--- src/core/tcon_pkg.sv ---
// shared constants and types for the panel timing controller
package tcon_pkg;
    localparam int LANES = 3;
    localparam int LANE_BITS = 7;
    localparam int LINK_W = LANES * LANE_BITS;
    localparam int PIX_W = 18;

    typedef struct packed {
        logic [5:0] red;
        logic [5:0] green;
        logic [5:0] blue;
    } pixel_t;

    // one link word: three lanes of seven bits, lane 0 in the low bits
    typedef struct packed {
        logic vsync;
        logic hsync;
        logic de;
        pixel_t pix;
    } link_word_t;

    typedef struct packed {
        pixel_t odd;
        pixel_t even;
    } pair_t;

    typedef enum logic [1:0] {
        PWR_OFF  = 2'h0,
        PWR_LOCK = 2'h1,
        PWR_RUN  = 2'h3
    } pwr_state_t;

    // register map, byte addresses
    localparam logic [7:0] REG_CTRL = 8'h00;
    localparam logic [7:0] REG_STATUS = 8'h04;
    localparam logic [7:0] REG_LINES = 8'h08;
    localparam logic [7:0] REG_FRAMES = 8'h0C;
    localparam int CTRL_POLARITY_GEN_ENABLE_BIT = 0;
    localparam int CTRL_DBS_BIT = 1;
    localparam int CTRL_LINV_BIT = 2;
    localparam logic [2:0] CTRL_RESET = 3'h4;
    localparam int STAT_LOCK_BIT = 0;
    localparam int STAT_BLANK_BIT = 1;
    localparam int STAT_SHUT_BIT = 2;
    localparam logic [1:0] RESP_OKAY = 2'h0;
    localparam logic [1:0] RESP_SLVERR = 2'h2;

    // timing
    localparam int SYS_PERIOD_NS = 40;
    localparam int OFF_TIME_NS = 250;
    localparam int OFF_CYCLES = OFF_TIME_NS / SYS_PERIOD_NS;
    localparam int LOCK_TIME_MS = 1;
    localparam int LOCK_CYCLES = LOCK_TIME_MS * 1000000 / SYS_PERIOD_NS;
    localparam int SHIFT_CLK_HZ = 32500000;
    localparam int FLIP_LIMIT = 18;
    // line-end sequence, in link periods
    localparam logic [2:0] SEQ_LATCH = 3'h1;
    localparam logic [2:0] SEQ_OUT_EN = 3'h2;
    localparam logic [2:0] SEQ_LAST = 3'h4;
    localparam logic [11:0] AUTO_FRAME_GAP = 12'h200;
endpackage

--- src/core/link_sampler.sv ---
// link clock and lane synchroniser with word capture
`timescale 1ns/1ns
module link_sampler
    import tcon_pkg::*;
(
    // clock and reset
    input wire logic clk_sys_i,
    input wire logic rst_i,
    // host link pins
    input wire logic link_clk_i,
    input wire logic [LINK_W-1:0] link_data_i,
    // captured word
    output logic word_stb_o,
    output link_word_t word_o
);
    logic [1:0] clk_sync_q;
    logic clk_prev_q;
    logic [LINK_W-1:0] data_meta_q;
    logic [LINK_W-1:0] data_sync_q;

    if ($bits(link_word_t) != LINK_W) begin : g_chk
        $error("link word width does not match the lanes");
    end

    always_ff @(posedge clk_sys_i) begin
        if (rst_i) begin
            clk_sync_q <= 2'h0;
            clk_prev_q <= 1'b0;
        end else begin
            clk_sync_q <= {clk_sync_q[0], link_clk_i};
            clk_prev_q <= clk_sync_q[1];
        end
    end

    // data is only read at the synchronised clock edge, by then it is stable
    always_ff @(posedge clk_sys_i) begin
        data_meta_q <= link_data_i;
        data_sync_q <= data_meta_q;
    end

    always_ff @(posedge clk_sys_i) begin
        if (rst_i) begin
            word_stb_o <= 1'b0;
            word_o <= '0;
        end else begin
            word_stb_o <= clk_sync_q[1] & ~clk_prev_q;
            if (clk_sync_q[1] && !clk_prev_q) begin
                word_o <= link_word_t'(data_sync_q);
            end
        end
    end

    property p_stb_single;
        @(posedge clk_sys_i) disable iff (rst_i)
        word_stb_o |=> !word_stb_o;
    endproperty
    a_stb_single: assert property (p_stb_single)
        else $error("link strobe lasted more than one cycle");
endmodule

--- src/core/polarity_encoder.sv ---
// transition-limiting data inversion for the column buses
`timescale 1ns/1ns
module polarity_encoder
    import tcon_pkg::*;
#(
    parameter int WIDTH = 2 * PIX_W,
    parameter int LIMIT = FLIP_LIMIT
) (
    // clock and reset
    input wire logic clk_sys_i,
    input wire logic rst_i,
    // control
    input wire logic load_i,
    input wire logic enable_i,
    input wire logic clear_i,
    input wire logic [WIDTH-1:0] data_i,
    // bus side
    output logic [WIDTH-1:0] data_o,
    output logic flag_o
);
    if (LIMIT < 1 || LIMIT >= WIDTH) begin : g_chk
        $error("flip limit must lie inside the word width");
    end

    function automatic int unsigned ones(input logic [WIDTH-1:0] v);
        int unsigned n;
        n = 0;
        for (int i = 0; i < WIDTH; i++) begin
            n += int'(v[i]);
        end
        return n;
    endfunction

    logic invert;

    always_comb begin
        invert = enable_i && (ones(data_i ^ data_o) > LIMIT);
    end

    always_ff @(posedge clk_sys_i) begin
        if (rst_i || clear_i) begin
            data_o <= '0;
            flag_o <= 1'b0;
        end else if (load_i) begin
            data_o <= invert ? ~data_i : data_i;
            flag_o <= invert;
        end
    end

    property p_flip_bound;
        @(posedge clk_sys_i) disable iff (rst_i)
        load_i && enable_i && !clear_i |=>
            ones(data_o ^ $past(data_o)) <= LIMIT;
    endproperty
    a_flip_bound: assert property (p_flip_bound)
        else $error("more lines toggled than the flip limit allows");

    property p_flag_cause;
        @(posedge clk_sys_i) disable iff (rst_i)
        load_i && !clear_i |=> flag_o ==
            ($past(enable_i) && ones($past(data_i) ^ $past(data_o)) > LIMIT);
    endproperty
    a_flag_cause: assert property (p_flag_cause)
        else $error("polarity flag does not match the toggle count");

    property p_no_gen;
        @(posedge clk_sys_i) disable iff (rst_i)
        load_i && !enable_i && !clear_i |=> !flag_o && data_o == $past(data_i);
    endproperty
    a_no_gen: assert property (p_no_gen)
        else $error("data inverted while polarity generation is off");
endmodule

--- src/core/tft_panel_timing_controller.sv ---
// panel timing controller top: link, column and gate timing, registers
//
// Contract
// - three lanes carry 18-bit colour plus link clock
// - odd pixels to odd bus, even to even
// - drive shift clock, polarity flags, inversion signal
// - detect more than 18 toggling bits
// - on detection flag and send inverted word
// - inversion outputs complementary when line inversion on
// - start pulses one shift period before data
// - shift clocks at the panel shift rate
// - drive column latch pulse and output enable
// - gate line clock once per line
// - vertical start pulse each frame, automatically
// - two gate output enables
// - syncs, data enable, auto detect give valid video; code ignores hsync, lines follow data enable only
// - reset plus vsync blank outputs, clear drivers
// - lock within 1 ms after shutdown release
// - outputs off within 250 ns of shutdown
// - bus sequence select swaps red and blue
// - polarity enable switches data reversal
// - shutdown input is active low
`timescale 1ns/1ns
module tft_panel_timing_controller
    import tcon_pkg::*;
#(
    parameter int LOCK_WAIT = LOCK_CYCLES
) (
    // clock and reset
    input wire logic clk_sys_i,
    input wire logic rst_i,
    // host link and control pin
    input wire logic link_clk_i,
    input wire logic [LINK_W-1:0] link_data_i,
    input wire logic shutdown_n_i,
    // axi4-lite slave
    input wire logic [7:0] s_axi_awaddr,
    input wire logic s_axi_awvalid,
    output logic s_axi_awready,
    input wire logic [31:0] s_axi_wdata,
    input wire logic [3:0] s_axi_wstrb,
    input wire logic s_axi_wvalid,
    output logic s_axi_wready,
    output logic [1:0] s_axi_bresp,
    output logic s_axi_bvalid,
    input wire logic s_axi_bready,
    input wire logic [7:0] s_axi_araddr,
    input wire logic s_axi_arvalid,
    output logic s_axi_arready,
    output logic [31:0] s_axi_rdata,
    output logic [1:0] s_axi_rresp,
    output logic s_axi_rvalid,
    input wire logic s_axi_rready,
    // column driver side
    output pixel_t odd_bus_o,
    output pixel_t even_bus_o,
    output logic odd_polarity_flag_o,
    output logic even_polarity_flag_o,
    output logic even_shift_clock_o,
    output logic odd_shift_clock_o,
    output logic inversion_out_even_o,
    output logic inversion_out_odd_o,
    output logic even_hstart_pulse_o,
    output logic odd_hstart_pulse_o,
    output logic column_latch_pulse_o,
    output logic column_output_enable_o,
    // gate driver side
    output logic gate_line_clock_o,
    output logic gate_enable_a_o,
    output logic gate_enable_b_o,
    output logic gate_vertical_start_o
);
    if (LOCK_WAIT < 1 || LOCK_WAIT > 16'hFFFF) begin : g_chk
        $error("lock wait must fit the 16-bit lock counter");
    end

    function automatic logic reg_hit(input logic [7:0] a);
        return a == REG_CTRL || a == REG_STATUS || a == REG_LINES ||
            a == REG_FRAMES;
    endfunction

    function automatic pixel_t order(input pixel_t p, input logic swap);
        pixel_t r;
        r = p;
        if (swap) begin
            r.red = p.blue;
            r.blue = p.red;
        end
        return r;
    endfunction

    logic lk_stb;
    link_word_t w;
    logic [1:0] sd_sync_q;
    pwr_state_t pwr_q;
    logic [15:0] lock_cnt_q;
    logic [2:0] ctrl_q;
    logic run;
    logic shut_now;
    logic de_prev_q, vs_prev_q;
    logic [11:0] idle_q;
    logic line_start, line_end, frame_start;
    logic blank_q;
    logic phase_q, first_q;
    pixel_t odd_hold_q;
    pair_t pend_q;
    logic pend_v_q;
    logic push;
    logic sh_pend_q;
    logic [2:0] seq_q;
    logic line_pol_q;
    logic [15:0] lines_q, frames_q;
    logic [7:0] aw_addr_q;
    logic [31:0] w_data_q;
    logic [3:0] w_strb_q;
    logic wr_fire;

    link_sampler u_link (
        .clk_sys_i(clk_sys_i),
        .rst_i(rst_i),
        .link_clk_i(link_clk_i),
        .link_data_i(link_data_i),
        .word_stb_o(lk_stb),
        .word_o(w)
    );

    // shutdown: active low pin, synchronised before use
    always_ff @(posedge clk_sys_i) begin
        if (rst_i) begin
            sd_sync_q <= 2'h0;
        end else begin
            sd_sync_q <= {sd_sync_q[0], shutdown_n_i};
        end
    end
    assign shut_now = !sd_sync_q[1];

    always_ff @(posedge clk_sys_i) begin
        if (rst_i || shut_now) begin
            pwr_q <= PWR_OFF;
            lock_cnt_q <= 16'h0000;
        end else begin
            unique case (pwr_q)
                PWR_OFF: begin
                    pwr_q <= PWR_LOCK;
                end
                PWR_LOCK: begin
                    lock_cnt_q <= lock_cnt_q + 16'h0001;
                    if (lock_cnt_q == 16'(LOCK_WAIT - 1)) begin
                        pwr_q <= PWR_RUN;
                    end
                end
                PWR_RUN: begin
                    lock_cnt_q <= lock_cnt_q;
                end
            endcase
        end
    end
    assign run = pwr_q == PWR_RUN && !shut_now;

    // line and frame reference points
    assign line_start = lk_stb && w.de && !de_prev_q;
    assign line_end = lk_stb && !w.de && de_prev_q;
    // a long gap in data enable stands in for a missing vsync
    assign frame_start = lk_stb && ((w.vsync && !vs_prev_q) ||
        (line_start && idle_q >= AUTO_FRAME_GAP));

    always_ff @(posedge clk_sys_i) begin
        if (rst_i) begin
            de_prev_q <= 1'b0;
            vs_prev_q <= 1'b0;
            idle_q <= 12'h000;
        end else if (lk_stb) begin
            de_prev_q <= w.de;
            vs_prev_q <= w.vsync;
            if (w.de) begin
                idle_q <= 12'h000;
            end else if (idle_q != 12'hFFF) begin
                idle_q <= idle_q + 12'h001;
            end
        end
    end

    // blank after reset until the first frame, timing keeps running
    // so the drivers latch zeros and are cleared
    always_ff @(posedge clk_sys_i) begin
        if (rst_i) begin
            blank_q <= 1'b1;
        end else if (frame_start) begin
            blank_q <= 1'b0;
        end
    end

    // pixel pairing: first pixel of a line is odd
    // the last pair waits one extra link word so that pushes stay two
    // link periods apart and every pair gets its own shift clock edge
    assign push = lk_stb && pend_v_q && (w.de ? phase_q : !de_prev_q);

    always_ff @(posedge clk_sys_i) begin
        if (rst_i) begin
            phase_q <= 1'b0;
            first_q <= 1'b0;
            odd_hold_q <= '0;
            pend_q <= '0;
            pend_v_q <= 1'b0;
        end else if (lk_stb) begin
            if (!w.de) begin
                phase_q <= 1'b0;
                if (!de_prev_q) begin
                    pend_v_q <= 1'b0;
                end
            end else if (!phase_q) begin
                odd_hold_q <= w.pix;
                phase_q <= 1'b1;
                if (line_start) begin
                    first_q <= 1'b1;
                end
            end else begin
                pend_q <= '{odd: odd_hold_q, even: w.pix};
                pend_v_q <= 1'b1;
                phase_q <= 1'b0;
                first_q <= 1'b0;
            end
        end
    end

    polarity_encoder #(
        .WIDTH(2 * PIX_W),
        .LIMIT(FLIP_LIMIT)
    ) u_pol (
        .clk_sys_i(clk_sys_i),
        .rst_i(rst_i),
        .load_i(push),
        .enable_i(ctrl_q[CTRL_POLARITY_GEN_ENABLE_BIT]),
        .clear_i(!run || blank_q),
        .data_i({order(pend_q.odd, ctrl_q[CTRL_DBS_BIT]),
            order(pend_q.even, ctrl_q[CTRL_DBS_BIT])}),
        .data_o({odd_bus_o, even_bus_o}),
        .flag_o(odd_polarity_flag_o)
    );

    // column and gate timing; every output drops straight off on shutdown
    always_ff @(posedge clk_sys_i) begin
        if (rst_i || !run) begin
            even_polarity_flag_o <= 1'b0;
            even_shift_clock_o <= 1'b0;
            odd_shift_clock_o <= 1'b0;
            sh_pend_q <= 1'b0;
            even_hstart_pulse_o <= 1'b0;
            odd_hstart_pulse_o <= 1'b0;
            seq_q <= 3'h0;
            line_pol_q <= 1'b0;
            inversion_out_even_o <= 1'b0;
            inversion_out_odd_o <= 1'b0;
            column_latch_pulse_o <= 1'b0;
            column_output_enable_o <= 1'b0;
            gate_line_clock_o <= 1'b0;
            gate_enable_a_o <= 1'b0;
            gate_enable_b_o <= 1'b0;
            gate_vertical_start_o <= 1'b0;
        end else begin
            // both indicators share one decision over the combined bus;
            // the copy lags a cycle, long before the shift clock samples it
            even_polarity_flag_o <= odd_polarity_flag_o;
            if (lk_stb) begin
                // shift clock rises one link period after the data, so
                // its rate is half the link pixel rate
                even_shift_clock_o <= sh_pend_q;
                odd_shift_clock_o <= !sh_pend_q;
                sh_pend_q <= push;
            end
            if (lk_stb && w.de && phase_q && first_q) begin
                even_hstart_pulse_o <= 1'b1;
                odd_hstart_pulse_o <= 1'b1;
            end else if (push) begin
                even_hstart_pulse_o <= 1'b0;
                odd_hstart_pulse_o <= 1'b0;
            end
            if (line_end) begin
                seq_q <= SEQ_LATCH;
                if (ctrl_q[CTRL_LINV_BIT]) begin
                    line_pol_q <= !line_pol_q;
                end
            end else if (lk_stb && seq_q != 3'h0) begin
                seq_q <= (seq_q == SEQ_LAST) ? 3'h0 : seq_q + 3'h1;
            end
            inversion_out_even_o <= line_pol_q;
            inversion_out_odd_o <= !line_pol_q;
            column_latch_pulse_o <= seq_q == SEQ_LATCH;
            column_output_enable_o <= seq_q == SEQ_OUT_EN;
            gate_line_clock_o <= seq_q == SEQ_LATCH ||
                seq_q == SEQ_OUT_EN;
            gate_enable_a_o <= seq_q == 3'h0 && !blank_q;
            gate_enable_b_o <= seq_q == 3'h0 && !blank_q;
            if (frame_start) begin
                gate_vertical_start_o <= 1'b1;
            end else if (lk_stb && seq_q == SEQ_LAST) begin
                gate_vertical_start_o <= 1'b0;
            end
        end
    end

    always_ff @(posedge clk_sys_i) begin
        if (rst_i) begin
            lines_q <= 16'h0000;
            frames_q <= 16'h0000;
        end else if (frame_start) begin
            lines_q <= 16'h0000;
            frames_q <= frames_q + 16'h0001;
        end else if (line_end) begin
            lines_q <= lines_q + 16'h0001;
        end
    end

    // axi4-lite write: address and data taken in either order
    assign wr_fire = !s_axi_awready && !s_axi_wready && !s_axi_bvalid;

    always_ff @(posedge clk_sys_i) begin
        if (rst_i) begin
            s_axi_awready <= 1'b1;
            s_axi_wready <= 1'b1;
            s_axi_bvalid <= 1'b0;
            s_axi_bresp <= RESP_OKAY;
            aw_addr_q <= 8'h00;
            w_data_q <= 32'h0000_0000;
            w_strb_q <= 4'h0;
        end else begin
            if (s_axi_awvalid && s_axi_awready) begin
                aw_addr_q <= s_axi_awaddr;
                s_axi_awready <= 1'b0;
            end
            if (s_axi_wvalid && s_axi_wready) begin
                w_data_q <= s_axi_wdata;
                w_strb_q <= s_axi_wstrb;
                s_axi_wready <= 1'b0;
            end
            if (wr_fire) begin
                s_axi_bvalid <= 1'b1;
                s_axi_bresp <= reg_hit(aw_addr_q) ? RESP_OKAY : RESP_SLVERR;
            end
            if (s_axi_bvalid && s_axi_bready) begin
                s_axi_bvalid <= 1'b0;
                s_axi_awready <= 1'b1;
                s_axi_wready <= 1'b1;
            end
        end
    end

    always_ff @(posedge clk_sys_i) begin
        if (rst_i) begin
            ctrl_q <= CTRL_RESET;
        end else if (wr_fire && aw_addr_q == REG_CTRL && w_strb_q[0]) begin
            ctrl_q <= w_data_q[2:0];
        end
    end

    always_ff @(posedge clk_sys_i) begin
        if (rst_i) begin
            s_axi_arready <= 1'b1;
            s_axi_rvalid <= 1'b0;
            s_axi_rresp <= RESP_OKAY;
            s_axi_rdata <= 32'h0000_0000;
        end else if (s_axi_arvalid && s_axi_arready) begin
            s_axi_arready <= 1'b0;
            s_axi_rvalid <= 1'b1;
            s_axi_rresp <= reg_hit(s_axi_araddr) ? RESP_OKAY : RESP_SLVERR;
            unique case (s_axi_araddr)
                REG_CTRL: s_axi_rdata <= {29'h0, ctrl_q};
                REG_STATUS: s_axi_rdata <= {29'h0, shut_now, blank_q,
                    pwr_q == PWR_RUN};
                REG_LINES: s_axi_rdata <= {16'h0000, lines_q};
                REG_FRAMES: s_axi_rdata <= {16'h0000, frames_q};
                default: s_axi_rdata <= 32'h0000_0000;
            endcase
        end else if (s_axi_rvalid && s_axi_rready) begin
            s_axi_rvalid <= 1'b0;
            s_axi_arready <= 1'b1;
        end
    end

    property p_off;
        @(posedge clk_sys_i) disable iff (rst_i)
        !shutdown_n_i ##1 !shutdown_n_i ##1 !shutdown_n_i |=>
            !gate_enable_a_o && !gate_line_clock_o && !even_shift_clock_o &&
            odd_bus_o == '0 && even_bus_o == '0;
    endproperty
    a_off: assert property (p_off)
        else $error("outputs not off after shutdown");

    property p_lock;
        @(posedge clk_sys_i) disable iff (rst_i)
        $rose(pwr_q == PWR_RUN) |-> $past(lock_cnt_q) == 16'(LOCK_WAIT - 1);
    endproperty
    a_lock: assert property (p_lock)
        else $error("run entered before the lock wait ended");

    property p_hstart;
        @(posedge clk_sys_i) disable iff (rst_i || !run)
        $fell(even_hstart_pulse_o) |-> $past(push);
    endproperty
    a_hstart: assert property (p_hstart)
        else $error("start pulse ended without the first data pair");

    property p_linv;
        @(posedge clk_sys_i) disable iff (rst_i || !run)
        line_end && ctrl_q[CTRL_LINV_BIT] |=> ##1
            inversion_out_even_o != $past(inversion_out_even_o, 2) &&
            inversion_out_odd_o == !inversion_out_even_o;
    endproperty
    a_linv: assert property (p_linv)
        else $error("line inversion did not toggle complementarily");

    property p_stv;
        @(posedge clk_sys_i) disable iff (rst_i)
        frame_start && run |=> gate_vertical_start_o;
    endproperty
    a_stv: assert property (p_stv)
        else $error("no vertical start at frame start");

    property p_reset;
        @(posedge clk_sys_i)
        rst_i |=> lines_q == 16'h0000 && !even_hstart_pulse_o &&
            !gate_enable_a_o && !gate_vertical_start_o && !phase_q;
    endproperty
    a_reset: assert property (p_reset)
        else $error("state not cleared by reset");

    property p_blank;
        @(posedge clk_sys_i) disable iff (rst_i)
        blank_q ##1 blank_q |-> odd_bus_o == '0 && !gate_enable_b_o;
    endproperty
    a_blank: assert property (p_blank)
        else $error("outputs not blanked before the first frame");

    property p_cpv;
        @(posedge clk_sys_i) disable iff (rst_i || !run)
        line_end |=> ##1 gate_line_clock_o && column_latch_pulse_o;
    endproperty
    a_cpv: assert property (p_cpv)
        else $error("no line clock and latch after line end");
endmodule

--- config.mk ---
export PLATFORM = sky130hd
export DESIGN_NAME = tft_panel_timing_controller
export DESIGN_NICKNAME = d
export VERILOG_FILES = /design/src/core/tcon_pkg.sv /design/src/core/link_sampler.sv /design/src/core/polarity_encoder.sv /design/src/core/tft_panel_timing_controller.sv
export SDC_FILE = /design/constraint.sdc
export NUM_CORES = 1
export LEC_CHECK = 0
export ABC_AREA = 0
export ABC_CLOCK_PERIOD_IN_PS = 8300
export BUFFER_PORTS_ARGS = -buffer_cell sky130_fd_sc_hd__buf_2
export CORE_MARGIN = 3
export CORE_UTILIZATION = 40
export DETAILED_ROUTE_END_ITERATION = 8
export PLACE_DENSITY = 0.57
export SLEW_MARGIN = 25
export SYNTH_ARGS = -nofsm -noshare
export SYNTH_HDL_FRONTEND = slang
export SYNTH_SLANG_ARGS = --single-unit
export TNS_END_PERCENT = 30
--- constraint.sdc ---
create_clock -name clk_sys_i -period 8.3 [get_ports clk_sys_i]
set_input_delay 1.66 -clock clk_sys_i [delete_from_list [all_inputs] [get_ports clk_sys_i]]
set_output_delay 1.66 -clock clk_sys_i [all_outputs]
set_load 0.005 [all_outputs]
==> flow_summary.ini <==
[floorplanning]
die_x_microns = 179
die_area_sq_mm = 0.0319
boundaryPins = 173
start_util_pct = 41.1
num_rows = 62
die_y_microns = 179
core_region_area_sq_mm = 0.0290

[min_path]
hp-class = reg2reg
min_from = u_link.data_meta_q[17]

[logic_synthesis]
synth_warnings = 0
ys_seq_area_share_pct = 46.8
postSynth.asyncResetShare_pct = 0
synth_top_area_cell = dfxtp_1
synth_area_sq_mm = 0.0119
synth_top_cell_area_share_pct = 46.8
syn_avg_cell_area_sq_um = 9.10
synth_edf_count = 0
ys_ff_latch = 279
yosysUniqueCellTypes = 58
synth_ff_type = dfxtp_1
synth_cells = 1311
synth.area.top_cells = dfxtp_1 (47%), nand2_1 (6.6%), a21oi_1 (5.4%)

[layout]
post_layout_nonfiller_instances = 1798
n_fill_cell = 2814
areaGrowthSynthToFinish_pct = 14.3
drive_gt1_share_pct = 13.9
nets = 1525
final_area_sq_mm = 0.0136
final_core_util_pct = 47.0

[worst_setup_path]
path_cells = buf_4, mux2i_1, xor2_1, fa_1, inv_1, fa_1, fa_1, fa_1, fa_1, inv_1, fa_1, inv_1, fa_1, inv_1, fa_1, or4_1, or3_4, nand4_4, nor2_4, a221o_1
crit_top_cell = fa_1
worst-path-stages = 20
r2r_setup_slack_ps = 640
crit_path_start = ctrl_q[1]
startpoint_type = register
crit_slowest_cell = dfxtp_1
crit_buf_inv = 5
critical-path-max-stage-delay_ps = 560
critPathMaxFanout = 50
rr_worst_depth = 20
crit_required_ps = 8720
worstSetupEndpointType = register
path_delay_family = adder cells
r2r-start = ctrl_q[1]
worstSetupPathType = reg2reg
crit_end = u_pol.data_o[11]
reg2reg_to = u_pol.data_o[11]
critPathArrivalTime_ps = 8080

[clock_network]
numCtsBuffers = 29
clock_latency_ps = 540
cts_setup_buffers = 0
clkTransAtPathRegs_ps = 60
cts_resized = 0
cts-root-buf = clkbuf_16
cts.sinks = 279
cts.htree.levels = 1
clockBufferDepth = 3
hold_buffers = 0
cts_tree = yes

[pwr]
seq_power_share_pct = 51.0
leakage_nw = 5.30
power.share.combinational_pct = 2.2
p_per_area_mw_per_mm2 = 197
peakVddDrop_mv = 0.138
p_sw_uw = 553
p_int_mw = 2.14
power_frac_clock_pct = 46.7
swShare_pct = 20.5

[timing]
hold_viol = 0
tightestPinTransition_ps = 820
setup_tns_ps = 0
period_minus_slack_ps = 7660
rsz0062_at_grt = false
finalWorstSetupSlack_ps = 638
setup_viol_count_final = 0
slew_violations = 0
fin_skew_ps = 14.0
fin_crit_sh_pct = 92.3
fmaxAchievable_ghz = 0.131
relSlewSlack_pct = 45.1

[route]
vias_per_cell = 4.99
wl_per_cell_microns = 14.9
firstDrtPassIters = 5
ant_nets = 0
vias = 8980
drc = 0
drt-total-wl_mm = 26.9
detail_route.iter0.violations = 676

[global_route]
antenna_found_initial = 4
grt_pass1_vias = 8488
grt_overflow = 0
grt_max_degree = 81
grt_pass1_wl_mm = 43.3
track_usage_pct = 16.5

[placed_design]
routabilityCongestion = 0.855
numPortBuffers = 121
placedInstanceArea_sq_mm = 0.0127
dp_hpwl_mm = 18.6
place_ws_ps = 650
placedCellCount = 1751

[job]
drv_cap = 0

[run_status]
outcome = finished clean
==> cells by family after synthesis <==
| kind of cell | Yosys count | share of synthesized area (%) |
|---|---|---|
| adder cells (fa/ha/maj) | 45 | 6.48 |
| AO/OA/AOI/OAI | 244 | 12.7 |
| multiplexers | 46 | 4.35 |
| XOR/XNOR | 82 | 6.02 |
| buffers and inverters | 140 | 5.29 |
| other | 1 | 0.0314 |
| flip-flops | 279 | 46.8 |
| AND/OR/NAND/NOR | 474 | 18.3 |
==> worst min path at each step <==
stage	cells past startpoint	endpoint
3_3_place_gp	0	u_link.data_sync_q[12]
6_report	0	u_link.data_sync_q[17]
3_5_place_dp	0	u_link.data_sync_q[17]
2_1_floorplan	0	u_link.data_sync_q[0]
5_1_grt	0	u_link.data_sync_q[6]
4_1_cts	0	u_link.data_sync_q[17]
==> cell usage after synthesis (17+ instances only) <==
master / number
a22oi_1: 17
o21ai_0: 39
nor2_1: 108
inv_1: 45
xor2_1: 48
nand3_1: 29
fa_1: 28
ha_1: 17
mux2i_1: 29
dfxtp_1: 279
a32o_1: 24
nand2_1: 211
a21oi_1: 129
xnor2_1: 34
or3_1: 35
clkbuf_1: 56
buf_4: 21
==> flip-flops by register name, summed over array words and instances, names as in the netlist, 2 cells and up <==
register and cells:
aw_addr_q 8, ctrl_q 3, frames_q 16, idle_q 12
lines_q 16, lock_cnt_q 16, odd_hold_q 18, pend_q 36
pwr_q 2, s_axi_rdata 16, sd_sync_q 2, seq_q 3
u_link.clk_sync_q 2, u_link.data_meta_q 20, u_link.data_sync_q 20, u_link.word_o 20
u_pol.data_o 36, w_data_q 3
==> metal layers <==
| metal | GRT usage, % | wire length [microns] |
|---|---|---|
| met5 | 0 | 34 |
| met4 | 3.44 | 359 |
| met3 | 3.28 | 1470 |
| met2 | 26.2 | 11900 |
| met1 | 23.6 | 13100 |
==> metrics by stage <==
stage          total power, mW  hold slack [ps]
3_5_place_dp              1.46              312
5_1_grt                   2.79              329
3_3_place_gp              1.46              311
6_report                  2.69              325
2_1_floorplan             1.44              310
4_1_cts                   2.73              326
==> power by group through the flow <==
stage	logic [mW]	clock network [mW]	registers, mW
6_report	0.0601	1.26	1.37
5_1_grt	0.0680	1.35	1.37
4_1_cts	0.0610	1.29	1.37
3_5_place_dp	0.0609	0	1.40
3_3_place_gp	0.0608	0	1.40
2_1_floorplan	0.0457	0	1.40
==> cells in the final DEF (no fill, tap or decap), types with 6 or more instances in the layout <==
master,Yosys,final
xnor2_1,34,34
buf_2,9,120
nand2_1,211,211
nor2_1,108,108
a221o_1,12,12
nor2b_1,8,8
nand2b_1,10,10
a21oi_1,129,129
conb_1,1,18
o21ai_0,39,39
dfxtp_1,279,279
mux2i_1,29,29
a21o_1,7,7
a32o_1,24,24
nand4_1,15,15
mux2_2,13,13
and2_1,6,6
or3_1,35,35
and4_1,6,6
buf_4,21,13
clkbuf_1,56,9
a22oi_1,17,17
xor2_1,48,48
inv_1,45,45
fa_1,28,28
clkbuf_16,0,29
nand3_1,29,29
and3_1,7,7
ha_1,17,17
nor3_1,14,14
==> area by class of cell <==
cell class	count	area (sq um)	share of cell area, %
multi-input cells	909	5790	42.5
well taps	384	480	3.53
clock inverters	5	100	0.734
flip-flops and latches	279	5590	41.0
clock buffers	41	801	5.88
inverters	46	173	1.27
repair buffers	133	698	5.12
diodes	1	2.50	0.0184
(Power assumes the default switching activity.)
